<file path="config.mk">
export PLATFORM = sky130hd
export DESIGN_NAME = mbs_state_ctrl
export DESIGN_NICKNAME = d
export VERILOG_FILES = /design/src/verilog/mbs_start_filter.v /design/src/verilog/mbs_state_ctrl.v
export VERILOG_INCLUDE_DIRS = /design/src /design/src/verilog
export SDC_FILE = /design/constraint.sdc
export NUM_CORES = 1
export LEC_CHECK = 0
export BUFFER_PORTS_ARGS = -buffer_cell sky130_fd_sc_hd__buf_2
export CORE_MARGIN = 4
export CORE_UTILIZATION = 50
export CTS_BUF_LIST = sky130_fd_sc_hd__clkbuf_2 sky130_fd_sc_hd__clkbuf_4 sky130_fd_sc_hd__clkbuf_8
export CTS_CLUSTER_DIAMETER = 100
export CTS_CLUSTER_SIZE = 40
export DETAILED_ROUTE_END_ITERATION = 16
export PLACE_DENSITY = 0.81
export SLEW_MARGIN = 20
export SYNTH_ARGS = -nofsm -noshare
export SYNTH_HDL_FRONTEND = slang
export SYNTH_SLANG_ARGS = --single-unit
</file>
<file path="constraint.sdc">
create_clock -name I_CLK_SYS -period 2.94 [get_ports I_CLK_SYS]
set_clock_uncertainty 0.15 [all_clocks]
set_input_delay 0.294 -clock I_CLK_SYS [delete_from_list [all_inputs] [get_ports I_CLK_SYS]]
set_output_delay 0.294 -clock I_CLK_SYS [all_outputs]
set_load 0.05 [all_outputs]
</file>
<file path="src/verilog/mbs_regs.vh">
// constants for the muting and bypass state control
`ifndef MBS_REGS_VH
`define MBS_REGS_VH

// clock rate and derived cycle counts
`define MBS_CLK_HZ          10000000
`define MBS_BLINK_HALF_MS   500
`define MBS_BLINK_HALF_CYC  (`MBS_CLK_HZ / 1000 * `MBS_BLINK_HALF_MS)
`define MBS_DEBOUNCE_MS     10
`define MBS_DEBOUNCE_CYC    (`MBS_CLK_HZ / 1000 * `MBS_DEBOUNCE_MS)
`define MBS_MUTE_LIMIT_S    600
// half-second ticks in the bypass mute limit
`define MBS_MUTE_LIMIT_TICKS 12'd1200

// state codes
`define MBS_ST_INTERLOCK    3'h0
`define MBS_ST_RUN          3'h1
`define MBS_ST_STOP         3'h2
`define MBS_ST_BYPASS       3'h3
`define MBS_ST_MUTE         3'h4

// two-digit diagnostic codes, one BCD digit per nibble
`define MBS_DIAG_RUN        8'h00
`define MBS_DIAG_HALT       8'h01
`define MBS_DIAG_MUTE       8'h02
`define MBS_DIAG_BYPASS     8'h03

// sensor positions
`define MBS_SNS_A           0
`define MBS_SNS_B           1

`endif

</file>
<file path="src/verilog/mbs_start_filter.v">
// start button filter: one pulse per debounced press and release
`timescale 1ns/1ps
`default_nettype none
module mbs_start_filter #(
  parameter integer DEBOUNCE_CYC = 100000
) (
  input  wire i_clk,
  input  wire i_rst,
  input  wire i_button,
  output reg  o_release
);

  reg        stable_reg;
  reg [16:0] cnt_reg;

  // level must hold a full debounce interval before it is accepted
  always @(posedge i_clk or posedge i_rst) begin
    if (i_rst) begin
      stable_reg <= 1'b0;
      cnt_reg    <= 17'h0;
      o_release  <= 1'b0;
    end else begin
      o_release <= 1'b0;
      if (i_button == stable_reg) begin
        cnt_reg <= 17'h0;
      end else if (cnt_reg >= DEBOUNCE_CYC[16:0] - 17'h1) begin
        cnt_reg    <= 17'h0;
        stable_reg <= i_button;
        // command only on the falling edge of a stable press
        o_release  <= stable_reg;
      end else begin
        cnt_reg <= cnt_reg + 17'h1;
      end
    end
  end

endmodule // mbs_start_filter
`default_nettype wire

</file>
<file path="src/verilog/mbs_state_ctrl.v">
// muting and bypass state control of a safety muting module
// Behaviour
// - power-up enters interlock, outputs off, notes sensors already active
// - interlock, curtain clear, start press-release: run with outputs on
// - run with unreleased power-up sensor and curtain blocked: stop/bypass
// - bypass-allowed blinks muting lamp and shows code 03
// - bypass start press-release enters muting, outputs on, lamp on, 02
// - curtain clears while muting after bypass: run, lamp off, code 00
// - all sensors clear in run: stay in run and re-arm auto muting
// - bypass needs both config switches, mute enable, curtain off, sensor
// - auxiliary output toggles near 1 Hz in bypass, steady on in muting
// - bypass muting limited to 10 minutes, then back to bypass-allowed
// - sensors all clear before curtain while bypass muting: machine stop
`timescale 1ns/1ps
`default_nettype none
`include "mbs_regs.vh"
module mbs_state_ctrl #(
  parameter integer BLINK_HALF_CYC = `MBS_BLINK_HALF_CYC,
  parameter integer DEBOUNCE_CYC   = `MBS_DEBOUNCE_CYC
) (
  input  wire       I_CLK_SYS,
  input  wire       I_SYS_RST,
  input  wire       i_curtain_a,
  input  wire       i_curtain_b,
  input  wire [3:0] i_mute_sensor,
  input  wire       i_mute_enable,
  input  wire [1:0] i_bypass_cfg,
  input  wire       i_start,
  output reg        o_safety_switching_output_a,
  output reg        o_safety_switching_output_b,
  output reg        o_mute_lamp,
  output reg        o_mute_aux,
  output reg  [7:0] o_diag_code,
  output reg  [2:0] o_state
);

  reg  [2:0]  state_reg;
  reg  [2:0]  state_next;
  reg         armed_reg;
  reg         armed_next;
  reg         via_bypass_reg;
  reg         via_bypass_next;
  reg         boot_reg;
  reg  [22:0] half_cnt_reg;
  reg         blink_reg;
  reg  [11:0] mute_ticks_reg;
  wire        start_cmd;
  wire        curtain_clear;
  wire        any_sensor;
  wire        bypass_ok;
  wire        auto_mute_ok;
  wire        half_tick;
  wire        mute_timeout;

  // start button filtering
  // release after press
  mbs_start_filter #(
    .DEBOUNCE_CYC (DEBOUNCE_CYC)
  ) u_start (
    .i_clk     (I_CLK_SYS),
    .i_rst     (I_SYS_RST),
    .i_button  (i_start),
    .o_release (start_cmd)
  );

  // curtain clear only when both of its outputs are on
  assign curtain_clear = i_curtain_a & i_curtain_b;
  assign any_sensor    = |i_mute_sensor;
  assign bypass_ok     = (&i_bypass_cfg) & i_mute_enable &
                         ~curtain_clear & any_sensor;
  // armed muting needs the leading sensor pair active together
  assign auto_mute_ok  = armed_reg & i_mute_enable &
                         i_mute_sensor[`MBS_SNS_A] &
                         i_mute_sensor[`MBS_SNS_B];

  // free-running half-second time base
  assign half_tick = (half_cnt_reg == BLINK_HALF_CYC[22:0] - 23'h1);
  always @(posedge I_CLK_SYS or posedge I_SYS_RST) begin
    if (I_SYS_RST) begin
      half_cnt_reg <= 23'h0;
      blink_reg    <= 1'b0;
    end else if (half_tick) begin
      half_cnt_reg <= 23'h0;
      blink_reg    <= ~blink_reg;
    end else begin
      half_cnt_reg <= half_cnt_reg + 23'h1;
    end
  end

  // uninterrupted bypass muting time in half seconds
  // ten minute limit
  assign mute_timeout = (mute_ticks_reg >= `MBS_MUTE_LIMIT_TICKS);
  always @(posedge I_CLK_SYS or posedge I_SYS_RST) begin
    if (I_SYS_RST) begin
      mute_ticks_reg <= 12'h0;
    end else if (state_reg != `MBS_ST_MUTE || !via_bypass_reg) begin
      mute_ticks_reg <= 12'h0;
    end else if (half_tick && !mute_timeout) begin
      mute_ticks_reg <= mute_ticks_reg + 12'h1;
    end
  end

  // next-state logic
  always @* begin
    state_next      = state_reg;
    armed_next      = armed_reg;
    via_bypass_next = via_bypass_reg;
    if (boot_reg && any_sensor) begin
      armed_next = 1'b0;
    end else if (!any_sensor) begin
      armed_next = 1'b1;
    end
    case (state_reg)
      `MBS_ST_INTERLOCK: begin
        if (start_cmd && curtain_clear) begin
          state_next = `MBS_ST_RUN;
        end
      end
      `MBS_ST_RUN: begin
        if (!curtain_clear) begin
          if (auto_mute_ok) begin
            state_next      = `MBS_ST_MUTE;
            via_bypass_next = 1'b0;
          end else if (bypass_ok) begin
            state_next = `MBS_ST_BYPASS;
          end else begin
            state_next = `MBS_ST_STOP;
          end
        end
      end
      `MBS_ST_STOP: begin
        if (bypass_ok) begin
          state_next = `MBS_ST_BYPASS;
        end else if (curtain_clear) begin
          state_next = `MBS_ST_INTERLOCK;
        end
      end
      `MBS_ST_BYPASS: begin
        if (!bypass_ok) begin
          state_next = `MBS_ST_STOP;
        end else if (start_cmd) begin
          state_next      = `MBS_ST_MUTE;
          via_bypass_next = 1'b1;
        end
      end
      `MBS_ST_MUTE: begin
        if (curtain_clear) begin
          state_next = `MBS_ST_RUN;
        end else if (!any_sensor) begin
          state_next = `MBS_ST_STOP;
        end else if (via_bypass_reg && mute_timeout) begin
          state_next = `MBS_ST_BYPASS;
        end
      end
      default: begin
        state_next = `MBS_ST_INTERLOCK;
      end
    endcase
  end

  // state registers
  // reset into interlock
  always @(posedge I_CLK_SYS or posedge I_SYS_RST) begin
    if (I_SYS_RST) begin
      state_reg      <= `MBS_ST_INTERLOCK;
      armed_reg      <= 1'b0;
      via_bypass_reg <= 1'b0;
      boot_reg       <= 1'b1;
    end else begin
      state_reg      <= state_next;
      armed_reg      <= armed_next;
      via_bypass_reg <= via_bypass_next;
      boot_reg       <= 1'b0;
    end
  end

  // registered outputs follow the next state
  always @(posedge I_CLK_SYS or posedge I_SYS_RST) begin
    if (I_SYS_RST) begin
      o_safety_switching_output_a <= 1'b0;
      o_safety_switching_output_b <= 1'b0;
      o_mute_lamp                 <= 1'b0;
      o_mute_aux                  <= 1'b0;
      o_diag_code                 <= `MBS_DIAG_HALT;
      o_state                     <= `MBS_ST_INTERLOCK;
    end else begin
      o_state <= state_next;
      case (state_next)
        `MBS_ST_RUN: begin
          o_safety_switching_output_a <= 1'b1;
          o_safety_switching_output_b <= 1'b1;
          o_mute_lamp                 <= 1'b0;
          o_mute_aux                  <= 1'b0;
          o_diag_code                 <= `MBS_DIAG_RUN;
        end
        `MBS_ST_MUTE: begin
          o_safety_switching_output_a <= 1'b1;
          o_safety_switching_output_b <= 1'b1;
          o_mute_lamp                 <= 1'b1;
          o_mute_aux                  <= 1'b1;
          o_diag_code                 <= `MBS_DIAG_MUTE;
        end
        `MBS_ST_BYPASS: begin
          o_safety_switching_output_a <= 1'b0;
          o_safety_switching_output_b <= 1'b0;
          o_mute_lamp                 <= blink_reg;
          o_mute_aux                  <= blink_reg;
          o_diag_code                 <= `MBS_DIAG_BYPASS;
        end
        default: begin
          o_safety_switching_output_a <= 1'b0;
          o_safety_switching_output_b <= 1'b0;
          o_mute_lamp                 <= 1'b0;
          o_mute_aux                  <= 1'b0;
          o_diag_code                 <= `MBS_DIAG_HALT;
        end
      endcase
    end
  end

endmodule // mbs_state_ctrl
`default_nettype wire

</file>
==> run summary <==
status -> completed
gr ovfl total -> 0
final slew viol count -> 0
most frequent cell on the critical path -> or4_4
initial DRC count -> 148
P per Cell Area -> 491 mW/mm^2
ys async rst share -> 100%
P&R area growth vs syn -> 13.3%
Worst slew margin -> 54.5%
Post-CTS Setup Repair Bufs -> 0
Largest delay share family, worst path -> simple AND/OR/NAND/NOR gates
simple-gate share of the synthesized area -> 23.9%
leading area contributor after synthesis -> dfrtp_1
Worst EP required -> 3.05 ns
# fillers -> 548
reg2reg start -> half_cnt_reg[0]
Crit. End Element -> register
largest net degree at the start of global routing -> 57
TritonCTS Buffers -> 9
Ys Warns -> 0
number of non-filler instances in the completed layout -> 444
post-synth top area share -> 48.6%
H-tree levels -> 3
Synth Area in XOR/XNOR -> 9.71%
routed via count -> 2536
Fmax -> 355 MHz
initial antenna violation count -> 0
first-pass GRT wire length -> 10900 um
mux contribution to synthesized area -> 0.964%
share of cells above drive strength 1 -> 14.7%
vias per cell -> 5.71
Mean Syn Cell Area -> 9.78 sq um
CTS max path bufs -> 2
synthesis-stage register bit count -> 65
Slew @ Worst Pin -> 0.682 ns
Post-Syn Area -> 0.00325 sq mm
largest family of logic cells by synthesized area -> simple AND/OR/NAND/NOR gates
CP cell instances -> ha_1, nand3_2, or4_4, or4_4, or4_1, a21oi_1
Worst Setup SP -> half_cnt_reg[0]
critical path type -> register to register
Area contributors post-synth -> dfrtp_1 (49%), xnor2_1 (5.7%), nor2_1 (5.0%)
root buffer cell -> clkbuf_8
GP Congestion -> 0.905
WP buf/inv -> 0
drt total wl -> 6470 um
worst-path maximum fanout -> 8
Fin. Hold Viols -> 0
Top FF cell, synth -> dfrtp_1
# Max-Cap Violations -> 0
DRT Pass-1 Iters -> 4
post-route ant nets -> 0
PortBufs -> 20
Netlist cell types -> 48
DPL Wire Length -> 4560 um
Post-Syn Instances -> 332
DRC Markers -> 0
Rows -> 29
max incr delay on CP -> 0.60 ns
hold path start -> i_mute_sensor[2]
effective utilization at floorplan -> 51.4%
number of flops mapped to enable cells by yosys -> 0
crit start category -> register
CP max-delay cell -> or4_4
total clock sinks -> 65
TritonCTS clock tree -> yes
Post-layout nets -> 378
worst hold path type -> input pin to register
die area -> 0.00784 sq mm
post-layout min period -> 2.82 ns
commonest non-fill, non-tap cell in the layout -> dfrtp_1
Post-Synth Adder-Cell Area -> 1.54%
Final setup viols -> 0
number of flip-flops in the largest register -> 23
GR Util All Layers -> 18.2%
vias in the first global route -> 2462
compound-cell area share of the yosys netlist -> 9.56%
placed cells -> 426
Worst-path clk slew -> 0.08 ns
sequential element share of the synthesized area -> 50.2%
I/O Pins -> 27
fin crit share -> 95.9%
drt wl/cell -> 14.6 um
setup tns final -> 0 ns
Die Wd -> 88.6 um
Data arrival, critical path -> 2.93 ns
Worst VDD drop -> 0.274 mV
P_leak -> 1.68 nW
RSZ-0062 raised after global routing -> no
Core Region -> 0.00631 sq mm
Tot Pwr -> 0.00180 W
Die Height -> 88.6 um
Worst-Skew Late Latency -> 0.35 ns
antenna fix cells -> 0
most frequent cells in the layout -> dfrtp_1 (63), nor2_1 (43), nand2_1 (23)
## logic make-up (layout without fill, tap and decap cells)
family / after synthesis / count (layout)
and+or+nand+nor: 150 / 150
xor gates and xnor gates: 36 / 36
muxes: 3 / 3
buffers and inverters: 26 / 55
DFF: 65 / 65
other: 1 / 7
adders and majority gates: 4 / 4
AOI/OAI and AO/OA: 47 / 47
## cells in the mapped netlist (2+ instances only)
master / instances
dfrtp_1: 63
nor2_1: 43
nand2_1: 23
nand3_1: 22
xnor2_1: 21
xor2_1: 15
a21oi_1: 13
inv_1: 12
nand4_1: 11
and3_1: 10
buf_4: 8
o21ai_0: 8
nor4_1: 7
nor3_1: 6
a21o_1: 5
clkbuf_1: 5
a31oi_1: 4
and4_1: 4
ha_1: 4
or3_1: 4
or3_2: 4
and2_1: 3
nor4b_1: 3
o211ai_1: 3
a21boi_0: 2
dfstp_2: 2
mux2i_1: 2
nand2b_1: 2
nand4b_1: 2
nor2b_1: 2
or4_1: 2
## area by class of cell
type                       instances  area [sq um]  area share [%]
sequential                        65          1630            44.3
clock buffer                       9           124            3.37
tap                               77          96.3            2.62
timing repair buffer              27           170            4.63
inverter                          12          45.0            1.22
multi-input combinational        247          1520            41.3
clock inverter                     7          95.1            2.59
## path summary, 6_finish.rpt
check	to	slack, ns	cells past startpoint
max in group asynchronous	boot_reg	1.81	4
hold reg to reg	half_cnt_reg[22]	0.33	1
setup reg to reg	mute_ticks_reg[9]	0.12	6
hold / removal	armed_reg	0.14	3
setup / recovery	mute_ticks_reg[9]	0.12	6
min in group asynchronous	u_start.cnt_reg[8]	0.26	3
## through the flow
stage / worst slack [ns] / instance area (sq um) / hold slack (ns) / util [%]
2_1_floorplan: 0.193 / 3270 / 0.215 / -
3_3_place_gp: 0.163 / 3430 / 0.0711 / 54.3
3_5_place_dp: 0.0442 / 3430 / 0.0767 / 54.3
4_1_cts: 0.0255 / 3670 / 0.138 / 58.1
5_1_grt: 0.0117 / 3680 / 0.138 / 58.2
6_report: 0.122 / 3680 / 0.141 / 58.2
## report_power, final
group / internal (W) / switching (W)
registers: 0.000900 / 0.00000513
logic: 0.0000166 / 0.0000501
clock network: 0.000476 / 0.000357
## worst min-delay path: cells and delay by family
| kind | cells | cell delay, ns |
|---|---|---|
| compound gates | 1 | 0.16 |
| buf+inv | 1 | 0.08 |
| simple gates | 1 | 0.08 |
## what timing repair did
item	CTS	global route
resized for setup	0	1
hold endpoints to repair	10	0
endpoints found under the setup margin	0	1
hold buffers	2	0
## metal layers
| metal | vias to the layer above | track usage [%] | routed length, um |
|---|---|---|---|
| li1 | 1220 | - | - |
| met1 | 1250 | 23.3 | 2870 |
| met2 | 52 | 29.0 | 3200 |
| met3 | 14 | 4.84 | 265 |
| met4 | 0 | 8.38 | 127 |
| met5 | - | 0 | 0 |
Note: power is estimated with default switching activity, not from simulation.
